<file path="config.mk">
export PLATFORM = sky130hd
export DESIGN_NAME = psm_mult_top
export DESIGN_NICKNAME = d
export VERILOG_FILES = /design/src/psm_pkg.sv /design/src/psm_stage.sv /design/src/psm_mult_top.sv
export SDC_FILE = /design/constraint.sdc
export NUM_CORES = 1
export LEC_CHECK = 0
export BUFFER_PORTS_ARGS = -buffer_cell sky130_fd_sc_hd__buf_4
export CORE_MARGIN = 10
export CORE_UTILIZATION = 35
export DETAILED_ROUTE_END_ITERATION = 16
export GPL_TIMING_DRIVEN = 1
export HOLD_SLACK_MARGIN = 0.06
export SLEW_MARGIN = 20
export SYNTH_ARGS = -nofsm -noshare
export SYNTH_HDL_FRONTEND = slang
export SYNTH_SLANG_ARGS = --single-unit
</file>
<file path="constraint.sdc">
create_clock -name hclk -period 25.1 [get_ports hclk]
set_input_delay 7.53 -clock hclk [delete_from_list [all_inputs] [get_ports hclk]]
set_output_delay 7.53 -clock hclk [all_outputs]
set_load 0.1 [all_outputs]
</file>
<file path="src/psm_pkg.sv">
// package for the pipelined signed multiplier: bus map, config layout, widths
// assumes a 32-bit AHB-Lite bus and a single 20 MHz clock
package psm_pkg;

  // ----------------------------------------------------------------
  // widths
  // ----------------------------------------------------------------
  localparam int OPW = 18;
  localparam int PRW = 36;

  // ----------------------------------------------------------------
  // register byte addresses
  // ----------------------------------------------------------------
  localparam logic [7:0] ADDR_CFG = 8'h00;
  localparam logic [7:0] ADDR_PROD_LO = 8'h04;
  localparam logic [7:0] ADDR_PROD_HI = 8'h08;
  localparam logic [7:0] ADDR_CHAIN = 8'h0C;

  // ----------------------------------------------------------------
  // config register layout, bit 9 first
  // ----------------------------------------------------------------
  localparam int CFG_W = 10;
  localparam int CFG_LSB = 0;
  localparam int PROD_HI_W = PRW - 32;

  typedef struct packed {
    logic inv_pclr;   // bit 9
    logic inv_pen;    // bit 8
    logic inv_bclr;   // bit 7
    logic inv_ben;    // bit 6
    logic inv_aclr;   // bit 5
    logic inv_aen;    // bit 4
    logic b_cascade;  // bit 3: 0 direct input, 1 chain input
    logic p_ins;      // bit 2
    logic b_ins;      // bit 1
    logic a_ins;      // bit 0
  } psm_cfg_t;

  // all three stages inserted, direct source, no inversion
  localparam logic [CFG_W-1:0] CFG_RST = 10'h007;

  // ----------------------------------------------------------------
  // bus encodings
  // ----------------------------------------------------------------
  localparam logic [1:0] HTRANS_NONSEQ = 2'h2;
  localparam logic HRESP_OKAY = 1'h0;

  // ----------------------------------------------------------------
  // clock figures
  // ----------------------------------------------------------------
  localparam int CLK_MHZ = 20;

endpackage : psm_pkg

</file>
<file path="src/psm_stage.sv">
// one optional pipeline stage with enable and synchronous clear
// assumes static insert setting; no asynchronous reset in the data path
`timescale 1ns/10ps
module psm_stage #(
  parameter int WIDTH = 18
) (
  // clock
  input wire logic clk,
  // static settings
  input wire logic ins,
  input wire logic en_inv,
  input wire logic clr_inv,
  // controls and data
  input wire logic en,
  input wire logic clr,
  input wire logic [WIDTH-1:0] d,
  // stage output
  output logic [WIDTH-1:0] q
);

  logic [WIDTH-1:0] stage_r;

  // clear beats enable, both after polarity selection
  always_ff @(posedge clk)
  begin
    if (clr ^ clr_inv)
    begin
      stage_r <= '0;
    end
    else if (en ^ en_inv)
    begin
      stage_r <= d;
    end
  end

  // insert or bypass
  always_comb
  begin
    q = ins ? stage_r : d;
  end

endmodule : psm_stage

</file>
<file path="src/psm_mult_top.sv">
// signed 18x18 multiplier with three optional stages and an AHB-Lite config port
// assumes user logic drives operands and stage controls synchronous to hclk
//
// Design decisions made here: the register addresses and the AHB-Lite interface to the registers.
`timescale 1ns/10ps
module psm_mult_top #(
  parameter bit CLK_INVERT = 1'b0
) (
  // clock and reset
  input wire logic hclk,
  input wire logic hresetn,
  // ahb-lite slave
  input wire logic hsel,
  input wire logic [31:0] haddr,
  input wire logic [1:0] htrans,
  input wire logic hwrite,
  input wire logic [2:0] hsize,
  input wire logic [31:0] hwdata,
  input wire logic hready,
  output logic hreadyout,
  output logic hresp,
  output logic [31:0] hrdata,
  // operands
  input wire logic [psm_pkg::OPW-1:0] operand_a,
  input wire logic [psm_pkg::OPW-1:0] operand_b,
  input wire logic [psm_pkg::OPW-1:0] operand_chain_in,
  // stage controls
  input wire logic first_stage_enable,
  input wire logic first_stage_clear,
  input wire logic second_stage_enable,
  input wire logic second_stage_clear,
  input wire logic product_stage_enable,
  input wire logic product_stage_clear,
  // results
  output logic [psm_pkg::PRW-1:0] product,
  output logic [psm_pkg::OPW-1:0] operand_chain_out
);

  // ----------------------------------------------------------------
  // declarations
  // ----------------------------------------------------------------
  psm_pkg::psm_cfg_t cfg_r;
  logic stage_clk;
  logic wr_pend_r;
  logic [7:0] wr_addr_r;
  logic addr_take;
  logic cfg_wr_now;
  logic [psm_pkg::OPW-1:0] b_sel;
  logic [psm_pkg::OPW-1:0] a_q;
  logic [psm_pkg::OPW-1:0] b_q;
  logic [psm_pkg::PRW-1:0] p_raw;
  logic [psm_pkg::PRW-1:0] p_q;
  logic [31:0] rd_mux;

  // ----------------------------------------------------------------
  // bus slave
  // ----------------------------------------------------------------

  // address phase accepted
  assign addr_take = hsel && hready && (htrans == psm_pkg::HTRANS_NONSEQ);
  assign cfg_wr_now = wr_pend_r && (wr_addr_r == psm_pkg::ADDR_CFG);

  // zero-wait, always okay
  always_ff @(posedge hclk or negedge hresetn)
  begin
    if (!hresetn)
    begin
      hreadyout <= 1'b0;
      hresp <= psm_pkg::HRESP_OKAY;
    end
    else
    begin
      hreadyout <= 1'b1;
      hresp <= psm_pkg::HRESP_OKAY;
    end
  end

  // pending write capture
  always_ff @(posedge hclk or negedge hresetn)
  begin
    if (!hresetn)
    begin
      wr_pend_r <= 1'b0;
      wr_addr_r <= 8'h00;
    end
    else if (hready)
    begin
      wr_pend_r <= addr_take && hwrite;
      wr_addr_r <= haddr[7:0];
    end
  end

  // static configuration register
  always_ff @(posedge hclk or negedge hresetn)
  begin
    if (!hresetn)
    begin
      cfg_r <= psm_pkg::psm_cfg_t'(psm_pkg::CFG_RST);
    end
    else if (cfg_wr_now)
    begin
      cfg_r <= psm_pkg::psm_cfg_t'(hwdata[psm_pkg::CFG_W-1:psm_pkg::CFG_LSB]);
    end
  end

  // read selection, unmapped reads zero
  always_comb
  begin
    case (haddr[7:0])
      psm_pkg::ADDR_CFG: rd_mux = {22'h000000, cfg_r};
      psm_pkg::ADDR_PROD_LO: rd_mux = p_q[31:0];
      psm_pkg::ADDR_PROD_HI: rd_mux = {28'h0000000, p_q[psm_pkg::PRW-1:32]};
      psm_pkg::ADDR_CHAIN: rd_mux = {14'h0000, b_q};
      default: rd_mux = 32'h00000000;
    endcase
  end

  // read data registered at the address phase
  always_ff @(posedge hclk or negedge hresetn)
  begin
    if (!hresetn)
    begin
      hrdata <= 32'h00000000;
    end
    else if (addr_take && !hwrite)
    begin
      hrdata <= rd_mux;
    end
  end

  // ----------------------------------------------------------------
  // datapath
  // ----------------------------------------------------------------

  // shared stage clock with static inversion
  assign stage_clk = hclk ^ CLK_INVERT;

  // second operand source
  assign b_sel = cfg_r.b_cascade ? operand_chain_in : operand_b;

  // first operand stage
  psm_stage #(.WIDTH(psm_pkg::OPW)) u_first_operand_stage (
    .clk(stage_clk),
    .ins(cfg_r.a_ins),
    .en_inv(cfg_r.inv_aen),
    .clr_inv(cfg_r.inv_aclr),
    .en(first_stage_enable),
    .clr(first_stage_clear),
    .d(operand_a),
    .q(a_q)
  );

  // second operand stage
  psm_stage #(.WIDTH(psm_pkg::OPW)) u_second_operand_stage (
    .clk(stage_clk),
    .ins(cfg_r.b_ins),
    .en_inv(cfg_r.inv_ben),
    .clr_inv(cfg_r.inv_bclr),
    .en(second_stage_enable),
    .clr(second_stage_clear),
    .d(b_sel),
    .q(b_q)
  );

  // full signed product
  assign p_raw = $signed(a_q) * $signed(b_q);

  // product stage
  psm_stage #(.WIDTH(psm_pkg::PRW)) u_product_stage (
    .clk(stage_clk),
    .ins(cfg_r.p_ins),
    .en_inv(cfg_r.inv_pen),
    .clr_inv(cfg_r.inv_pclr),
    .en(product_stage_enable),
    .clr(product_stage_clear),
    .d(p_raw),
    .q(p_q)
  );

  // results; chain out is whatever feeds the multiplier
  assign product = p_q;
  assign operand_chain_out = b_q;

  // ----------------------------------------------------------------
  // assertions
  // ----------------------------------------------------------------
  property p_chain_bypass;
    @(posedge stage_clk) disable iff (!hresetn)
    !cfg_r.b_ins |-> operand_chain_out == (cfg_r.b_cascade ? operand_chain_in : operand_b);
  endproperty
  a_chain_bypass: assert property (p_chain_bypass) else $error("chain out not selected operand");

  property p_chain_hold;
    @(posedge stage_clk) disable iff (!hresetn)
    cfg_r.b_ins && !cfg_wr_now && !(second_stage_enable ^ cfg_r.inv_ben)
      && !(second_stage_clear ^ cfg_r.inv_bclr) |=> $stable(operand_chain_out);
  endproperty
  a_chain_hold: assert property (p_chain_hold) else $error("chain out moved while held");

  property p_a_load;
    @(posedge stage_clk) disable iff (!hresetn)
    cfg_r.a_ins && !cfg_wr_now && (first_stage_enable ^ cfg_r.inv_aen)
      && !(first_stage_clear ^ cfg_r.inv_aclr) |=> a_q == $past(operand_a);
  endproperty
  a_a_load: assert property (p_a_load) else $error("first stage did not load");

  property p_a_clear;
    @(posedge stage_clk) disable iff (!hresetn)
    cfg_r.a_ins && !cfg_wr_now && (first_stage_clear ^ cfg_r.inv_aclr) |=> a_q == '0;
  endproperty
  a_a_clear: assert property (p_a_clear) else $error("first stage not cleared");

  property p_b_load;
    @(posedge stage_clk) disable iff (!hresetn)
    cfg_r.b_ins && !cfg_wr_now && (second_stage_enable ^ cfg_r.inv_ben)
      && !(second_stage_clear ^ cfg_r.inv_bclr) |=> b_q == $past(b_sel);
  endproperty
  a_b_load: assert property (p_b_load) else $error("second stage did not load");

  property p_b_clear;
    @(posedge stage_clk) disable iff (!hresetn)
    cfg_r.b_ins && !cfg_wr_now && (second_stage_clear ^ cfg_r.inv_bclr) |=> b_q == '0;
  endproperty
  a_b_clear: assert property (p_b_clear) else $error("second stage not cleared");

  property p_p_load;
    @(posedge stage_clk) disable iff (!hresetn)
    cfg_r.p_ins && !cfg_wr_now && (product_stage_enable ^ cfg_r.inv_pen)
      && !(product_stage_clear ^ cfg_r.inv_pclr) |=> product == $past(p_raw);
  endproperty
  a_p_load: assert property (p_p_load) else $error("product stage did not load");

  property p_p_clear;
    @(posedge stage_clk) disable iff (!hresetn)
    cfg_r.p_ins && !cfg_wr_now && (product_stage_clear ^ cfg_r.inv_pclr) |=> product == '0;
  endproperty
  a_p_clear: assert property (p_p_clear) else $error("product stage not cleared");

  property p_inv_clear;
    @(posedge stage_clk) disable iff (!hresetn)
    cfg_r.p_ins && cfg_r.inv_pclr && !cfg_wr_now && !product_stage_clear |=> product == '0;
  endproperty
  a_inv_clear: assert property (p_inv_clear) else $error("inverted clear not honoured");

  property p_comb_product;
    @(posedge stage_clk) disable iff (!hresetn)
    !cfg_r.a_ins && !cfg_r.b_ins && !cfg_r.p_ins
      |-> $signed(product) == $signed(operand_a)
        * $signed(cfg_r.b_cascade ? operand_chain_in : operand_b);
  endproperty
  a_comb_product: assert property (p_comb_product) else $error("product wrong");

endmodule : psm_mult_top

</file>
; Word level (Yosys, flattened, before mapping)
; Cells that the tools add are included.
; W data, S select, Z words.
[totals]
regBits = 124
input_bits = 134
output_inout_bits = 88
elab_cells = 41
[op_classes]
n_mul = 1
eq_ne = 4
mux = 5
bitwise_logic = 6
n_reduce_logical = 8
[op_table]
columns = operator, n
row1 = $pmux W32 S4, 1
row2 = $mux W18, 3
row3 = $mul A18 B18 Y36, 1
row4 = $mux W36, 1
row5 = $eq A8 B4 Y1 const B, 2
row6 = $logic_not A8 Y1, 2
row7 = $eq A8 B3 Y1 const B, 1
row8 = $xor A1 B1 Y1, 6
row9 = $logic_and A1 B1 Y1, 5
row10 = $eq A2 B2 Y1 const B, 1
row11 = $logic_not A1 Y1, 1

; Depth between registers and ports, before layout
; Gate-level depths: netlist of run 1.
[depth]
ltp_word = 5
mapped_depth = 28
mapped_depth_nobuf = 26

; Hierarchy
; From an unflattened synthesis of run 1, not the netlist that was laid out.
[hier_totals]
hier_cells = 1919
hier_area_um2 = 18132.4
[modules_own_cells]
columns = module, n_inst, cells_each, area_each_um2, seq_area_each_um2
row1 = psm_mult_top, 1, 1527, 14521.4, 1305.0
row2 = psm_stage at u_product_stage, 1, 196, 1809.2, 720.7
row3 = psm_stage at u_first_operand_stage ..., 2, 98, 900.9, 360.3

; Least setup slack after synthesis of run 1
; No wires, ideal clock.
[synth_timing]
path_kind = input to output
startpoint = in operand_chain_in[5] (netlist name)
endpoint = out product[33] (netlist name)
arrival_time_ps = 16322
required_time_ps = 17570
slack_ps = 1248
cell_stages = 23
path_buffers = 1
cell_sequence = mux2_2 mux2i_1 clkbuf_1 clkinv_1 nand2_1 fa_1 fa_1 fa_1 inv_1 fa_1 fa_1 inv_1 fa_1 inv_1 ha_1 a21o_1 or3_4 o2111ai_2 o211ai_4 o311ai_4 mux2i_1 nand2_1 o21ai_0
[synth_via]
elab_chain_cells = 4
[synth_lines]
columns = element, line
row1 = from (decl), psm_mult_top.sv:26  ; input wire logic [psm_pkg::OPW-1:0] operand_chain_in,
row2 = $mux W18, psm_mult_top.sv:139  ; assign b_sel = cfg_r.b_cascade ? operand_chain_in : operand_b;
row3 = $mux W18, psm_stage.sv:39  ; q = ins ? stage_r : d;
row4 = net operand_chain_out (one bit), psm_mult_top.sv:36  ; output logic [psm_pkg::OPW-1:0] operand_chain_out
row5 = $mul A18 B18 Y36, psm_mult_top.sv:166  ; assign p_raw = $signed(a_q) * $signed(b_q);
row6 = $mux W36, psm_stage.sv:39
row7 = to (decl), psm_mult_top.sv:35  ; output logic [psm_pkg::PRW-1:0] product,
; The timed path passes the listed nets, and every way through them passes these cells.

; Worst setup path in the final report of run 1
[layout_timing]
startpoint = in operand_chain_in[12] (netlist name)
endpoint = out product[33] (netlist name)
[layout_via]
elab_chain_cells = 4
[layout_lines]
columns = element, line
row1 = $mux W18, psm_mult_top.sv:139
row2 = $mux W18, psm_stage.sv:39
row3 = $mul A18 B18 Y36, psm_mult_top.sv:166
row4 = $mux W36, psm_stage.sv:39
; No other way between the ends.

==> results by group, run 1 <==
Synthesis
  – Synth top area cells: fa_1 (37%), inv_1 (8.2%), dfxtp_1 (8.0%)
  – Yosys top cell by area: fa_1
  – Syn_nets: 2543
  – Post-synthesis mux area share: 0.0804
  – Synth cell count leaders: inv_1 (393), fa_1 (329), nand2_1 (280), nor2_1 (235), ha_1 (93)
  – Asr flop ratio synth: 0.419
  – Cell with the most instances after synthesis: inv_1
  – Synth Register Bits: 124
  – Sequential area share after synthesis: 0.153
  – Top-area cell type share of the netlist area: 0.367
  – Adder-cell share of the synthesized area: 0.432
  – EDFF count, synth: 0
  – Distinct cells, synth: 76
  – Post-Synth Simple-Gate Area: 0.132
  – Synthesized area: 17900 sq um
  – Largest family of logic cells by synthesized area: adder cells
  – Top FF cell, synth: dfxtp_1
  – Post-synthesis cell count: 1987
  – Synth Area in Compound Gates: 0.0802
  – Post-Syn Area per Cell: 9.02 sq um
  – Xor and xnor fraction of the mapped netlist area: 0.0198
  – Yosys warns: 0

Run status
  – Outcome: completed

STA
  – Unrepaired setup endpoints after global routing: no
  – Final hold violation count: 0
  – Max Fclk: 0.0435 GHz
  – Shortest period the worst path allows: 23000 ps
  – Setup slack after layout: 2100 ps
  – Endpoints failing setup: 0
  – Max-slew violation count: 0
  – Setup_tns: 0 ps
  – Least-Margin Pin Slew: 1180 ps
  – Rel. slew slack: 0.200
  – Fin crit share: 0.916
  – Worst clock skew: 17.3 ps

Clock tree
  – CTS resizes: 0
  – Hold buffer count at cts: 0
  – Post-CTS Setup Inserts: 0
  – Worst-skew pair later-pin latency: 450 ps
  – Clock-pin slew on the worst setup and hold paths: 60 ps
  – Maximum buffer depth of the clock tree: 2
  – Total clock sinks: 124
  – Root Driver: clkbuf_16
  – TritonCTS buffer count: 17
  – CTS tree: done
  – H-tree lvl count: 4

Critical path
  – CP dominant cell by count: fa_1
  – CP peak stage delay: 810 ps
  – Setup crit start kind: primary input
  – Crit-path max FO: 15
  – Critical path class: in2out
  – Data arrival, critical path: 15470 ps
  – Worst Setup SP: operand_chain_in[12]
  – Setup crit end kind: output port
  – Reg2reg start: cfg_r[3]$_DFFE_PN0P_
  – Slowest CP cell: mux2i_2
  – Worst path cell trace: buf_4, mux2_2, mux2i_2, inv_1, nand2_1, fa_1, inv_1, fa_1, fa_1, fa_1, fa_1, inv_1, fa_1, inv_1, ha_1, a2111oi_0, o21ai_0, o21ai_0, o211ai_4, o311ai_4, mux2i_1, nand2_1, o21ai_0, buf_4
  – Worst Path Required: 17570 ps

Global routing
  – Vias in the first global route: 15400
  – Pin count of the biggest net entering global routing: 55
  – Remaining global-route overflow: 0
  – Global-route wire length before repair: 90700 microns
  – Tot GR Track Use: 0.195
  – Initial antenna violation count: 1

Floorplanning
  – CORE AREA: 50400 sq um
  – Initial Util: 0.356
  – Num ports: 222
  – Die H: 246 microns
  – Rows: 82
  – Die Wd: 246 microns
  – Die footprint: 60700 sq um

Drt
  – Final WL: 57800 microns
  – Post-route ant nets: 0
  – Via Count: 14500
  – DRT Pass-1 Iters: 5
  – Routed len/inst: 20.5 microns
  – Initial drt markers: 1066
  – Routed vias/inst: 5.14
  – DR DRC count: 0

Layout
  – Synth-to-Final Area Change: 15.0%
  – Share of cells above drive strength 1: 0.154
  – Final net count: 2695
  – FILL cells: 4974
  – Final instance area: 20600 sq um
  – Final core utilization: 0.409

Worst hold path
  – Hold Path Origin: u_product_stage.stage_r[5]$_SDFFE_PP0P_
  – Worst hold path class: reg2reg

Placement
  – Setup slack at placement: 2180 ps
  – Placed inst area: 20000 sq um
  – Count of input and output buffers: 171
  – Post-DP HPWL: 46000 microns
  – GP Congestion: 0.904

Job
  – MaxCap Viol Count: 0
-- metrics by stage --
stage	std cells	hold WS (ps)
CTS	2824	452
global placement	2792	435
finish	2825	449
floorplan	1987	425
global route	2825	477
detailed placement	2792	443
-- worst paths after layout --
kind	slack, ps	end	depth (start not counted)
worst max-delay path	2100	product[33]	24
worst min-delay path	450	u_product_stage.stage_r[5]$_SDFFE_PP0P_	2
worst max register to register	16480	hrdata[3]$_DFFE_PN0P_	23
worst min register to register	450	u_product_stage.stage_r[5]$_SDFFE_PP0P_	2
max in group asynchronous	17480	hrdata[2]$_DFFE_PN0P_	1
min in group asynchronous	7130	hrdata[1]$_DFFE_PN0P_	1
-- placed cells by master, fill, tap and decap left out, types with 16 or more instances in the layout --
master	synthesis	final
a22o_1	16	16
fa_1	329	329
clkbuf_16	0	17
xnor2_1	21	20
buf_4	3	205
mux2i_1	63	55
nand2_1	280	280
nor2_1	235	235
a21oi_1	61	61
dfxtp_1	72	72
inv_1	393	393
o21ai_0	43	43
dfrtp_1	49	49
mux2_2	63	63
ha_1	93	93
-- sequential cells by signal, indices dropped and copies added, names as in the netlist --
name / count
wr_pend_r: 1
wr_addr_r: 8
hreadyout: 1
u_first_operand_stage.stage_r: 18
cfg_r: 10
u_product_stage.stage_r: 36
hrdata: 32
u_second_operand_stage.stage_r: 18
-- logic make-up after synthesis --
family                     after synthesis
muxes                                  133
adders and majority gates              422
DFF                                    124
buffers and inverters                  472
AOI/OAI and AO/OA                      209
xor gates and xnor gates                39
other                                    2
and+or+nand+nor                        586
-- per-layer routing --
metal | up-vias | part of all wire | global-route usage
met5 | - | 0 | 0
met4 | 0 | 0.028 | 0.0621
met3 | 99 | 0.086 | 0.0460
met2 | 583 | 0.48 | 0.318
met1 | 7396 | 0.41 | 0.251
li1 | 6440 | - | -
-- area by class of cell --
cell class                 count  area (sq um)  area share
multi-input combinational   1391         13400       0.651
sequential                   124          2750       0.133
timing repair buffer         205          1540      0.0747
inverter                     400          1500      0.0728
tap                          672           841      0.0408
clock buffer                  18           429      0.0208
clock inverter                14           136     0.00662
antenna                        1          2.50    0.000121
-- worst max-delay path: cells and delay by family --
family	cells	cell delay, ps
fa+ha+maj	7	3210
compound gates	6	1540
mux	3	1500
buf+inv	6	1300
simple gates	2	340
Power of run 1 is not shown: default switching activity piles up to over one toggle a cycle in this logic, so the estimate is an artifact.
==> inputs of run 2 (changes only) <==
--- a/config.mk
+++ b/config.mk
@@ -7,10 +7,11 @@
 export LEC_CHECK = 0
 export BUFFER_PORTS_ARGS = -buffer_cell sky130_fd_sc_hd__buf_4
 export CORE_MARGIN = 10
-export CORE_UTILIZATION = 35
+export CORE_UTILIZATION = 64
 export DETAILED_ROUTE_END_ITERATION = 16
 export GPL_TIMING_DRIVEN = 1
 export HOLD_SLACK_MARGIN = 0.06
+export PLACE_DENSITY = 0.87
 export SLEW_MARGIN = 20
 export SYNTH_ARGS = -nofsm -noshare
 export SYNTH_HDL_FRONTEND = slang
==> results by group, run 2 (synthesized netlist as in run 1, its figures left out) <==
Clock tree
  – CTS tree: done
  – Total clock sinks: 124 (unchanged)
  – TritonCTS buffer count: 17 (unchanged)
  – Maximum buffer depth of the clock tree: 2 (unchanged)
  – CTS resizes: 0 (unchanged)
  – Worst-skew pair later-pin latency: 440 ps (about the same)
  – Hold buffer count at cts: 0 (unchanged)
  – Root Driver: clkbuf_16
  – Post-CTS Setup Inserts: 0 (unchanged)
  – Clock-pin slew on the worst setup and hold paths: 60 ps (about the same)
  – H-tree lvl count: 4 (unchanged)

Layout
  – Layout Cells excl Fill: 2531 (-10%)
  – Share of cells above drive strength 1: 0.153 (-0.00139)
  – Most frequent cells in the layout: inv_1 (393), fa_1 (329), nand2_1 (280)
  – Commonest non-fill, non-tap cell in the layout: inv_1
  – Max reg flops: 36 (unchanged)
  – Final net count: 2695 (unchanged)
  – Top reg by flops: u_product_stage.stage_r
  – Final instance area: 20300 sq um (-1.6%)
  – Synth-to-Final Area Change: 13.1%
  – Largest registers: u_product_stage.stage_r: 36 flops, hrdata: 32 flops

Critical path
  – RR Endpoint: hrdata[3]$_DFFE_PN0P_
  – Slowest CP cell: fa_1
  – Reg2reg start: cfg_r[3]$_DFFE_PN0P_
  – CP delay by family, top: adder cells
  – CP peak stage delay: 600 ps (-210 ps)
  – Data arrival, critical path: 15310 ps (-160 ps)
  – Reg2reg path depth: 25 (+8.7%)
  – Setup crit end kind: output port
  – CP dominant cell by count: inv_1
  – WP buf/inv: 11 (+5)
  – Worst Path Required: 17570 ps (about the same)
  – Reg2reg setup slack: 16630 ps (+150 ps)
  – Setup crit start kind: primary input
  – Worst path depth: 29 (+21%)
  – Crit-path max FO: 13 (-2)
  – Critical path class: in2out

Floorplanning
  – Die H: 187 microns (-24%)
  – Num ports: 222 (unchanged)
  – Initial Util: 0.647 (+0.291)
  – Rows: 61 (-26%)
  – Die Wd: 187 microns (-24%)
  – Die footprint: 35100 sq um (-42%)
  – CORE AREA: 27700 sq um (-45%)

Drt
  – Via Count: 15200 (+4.5%)
  – DR DRC count: 0 (unchanged)
  – DRT Pass-1 Iters: 5 (unchanged)
  – Final WL: 56300 microns (-2.7%)
  – Post-route ant nets: 0 (unchanged)
  – Routed len/inst: 22.2 microns (+8.6%)
  – Routed vias/inst: 6.00 (+17%)
  – Initial drt markers: 1612 (+51%)

STA
  – Rel. slew slack: 0.197 (-0.00266)
  – Worst clock skew: 12.2 ps (-5.09 ps)
  – Fin crit share: 0.910 (-0.00638)
  – Max-slew violation count: 0 (unchanged)
  – Max Fclk: 0.0438 GHz (+0.70%)
  – Final hold violation count: 0 (unchanged)
  – Unrepaired setup endpoints after global routing: no
  – Least-Margin Pin Slew: 1170 ps (-14.5 ps)
  – Endpoints failing setup: 0 (unchanged)
  – Setup_tns: 0 ps (unchanged)
  – Shortest period the worst path allows: 22840 ps (-160 ps)

Worst hold path
  – Hold Path Origin: u_product_stage.stage_r[35]$_SDFFE_PP0P_
  – WHS Path Cells: 2 (unchanged)
  – Hold Path Sink: u_product_stage.stage_r[35]$_SDFFE_PP0P_
  – Worst hold path class: reg2reg

Placement
  – Post-DP HPWL: 43600 microns (-5.2%)
  – Count of input and output buffers: 171 (unchanged)
  – Placed inst area: 19700 sq um (-1.9%)
  – GP Congestion: 0.967 (+7.0%)
  – Cell Count Post-Placement: 2498 (-11%)

Global routing
  – Tot GR Track Use: 0.325 (+0.130)
  – Initial antenna violation count: 1 (unchanged)
  – Global-route wire length before repair: 88600 microns (-2.3%)
  – Pin count of the biggest net entering global routing: 55 (unchanged)
  – Vias in the first global route: 16300 (+5.6%)
  – Remaining global-route overflow: 0 (unchanged)

Job
  – MaxCap Viol Count: 0 (unchanged)

Run status
  – Outcome: completed
[run 2: worst max-delay path by stage]
stage / start / slack (ps) / to
floorplan: operand_chain_in[5] / 1250 / product[33]
global placement: operand_chain_in[0] / 2470 / product[32]
detailed placement: operand_chain_in[0] / 2420 / product[32]
CTS: operand_chain_in[0] / 2380 / product[32]
global route: operand_b[0] / 1980 / product[32]
finish: operand_chain_in[0] / 2260 / product[32]
[run 2: tightest hold or removal path: stages, from the launching register on]
cell	delay (ps)
dfxtp_1	320
a21oi_1	60
nand2_1	50
[run 2: per-stage QoR]
step,utilization,hold WS [ps],setup WS [ps]
after global placement,0.710,435,2470
after CTS,0.732,456,2380
after global routing,0.732,481,1980
after detailed placement,0.710,443,2420
final,0.732,459,2260
after floorplan,-,425,1250
[run 2: area by class of cell]
class                   count  area (sq um)
well taps                 378           473
inverters                 400          1500
clock buffers              18           439
fillers                  1964          7420
clock inverters            14           173
multi-input cells        1391         13400
repair buffers            205          1540
diodes                      1          2.50
flip-flops and latches    124          2750
[run 2: metal layers]
layer | up-vias | part of all wire | GRT usage
met2 | 866 | 0.48 | 0.536
li1 | 6442 | - | -
met1 | 7630 | 0.36 | 0.379
met4 | 0 | 0.068 | 0.202
met3 | 236 | 0.095 | 0.0733
met5 | - | 0 | 0
Power of run 2 is left out for the same reason.
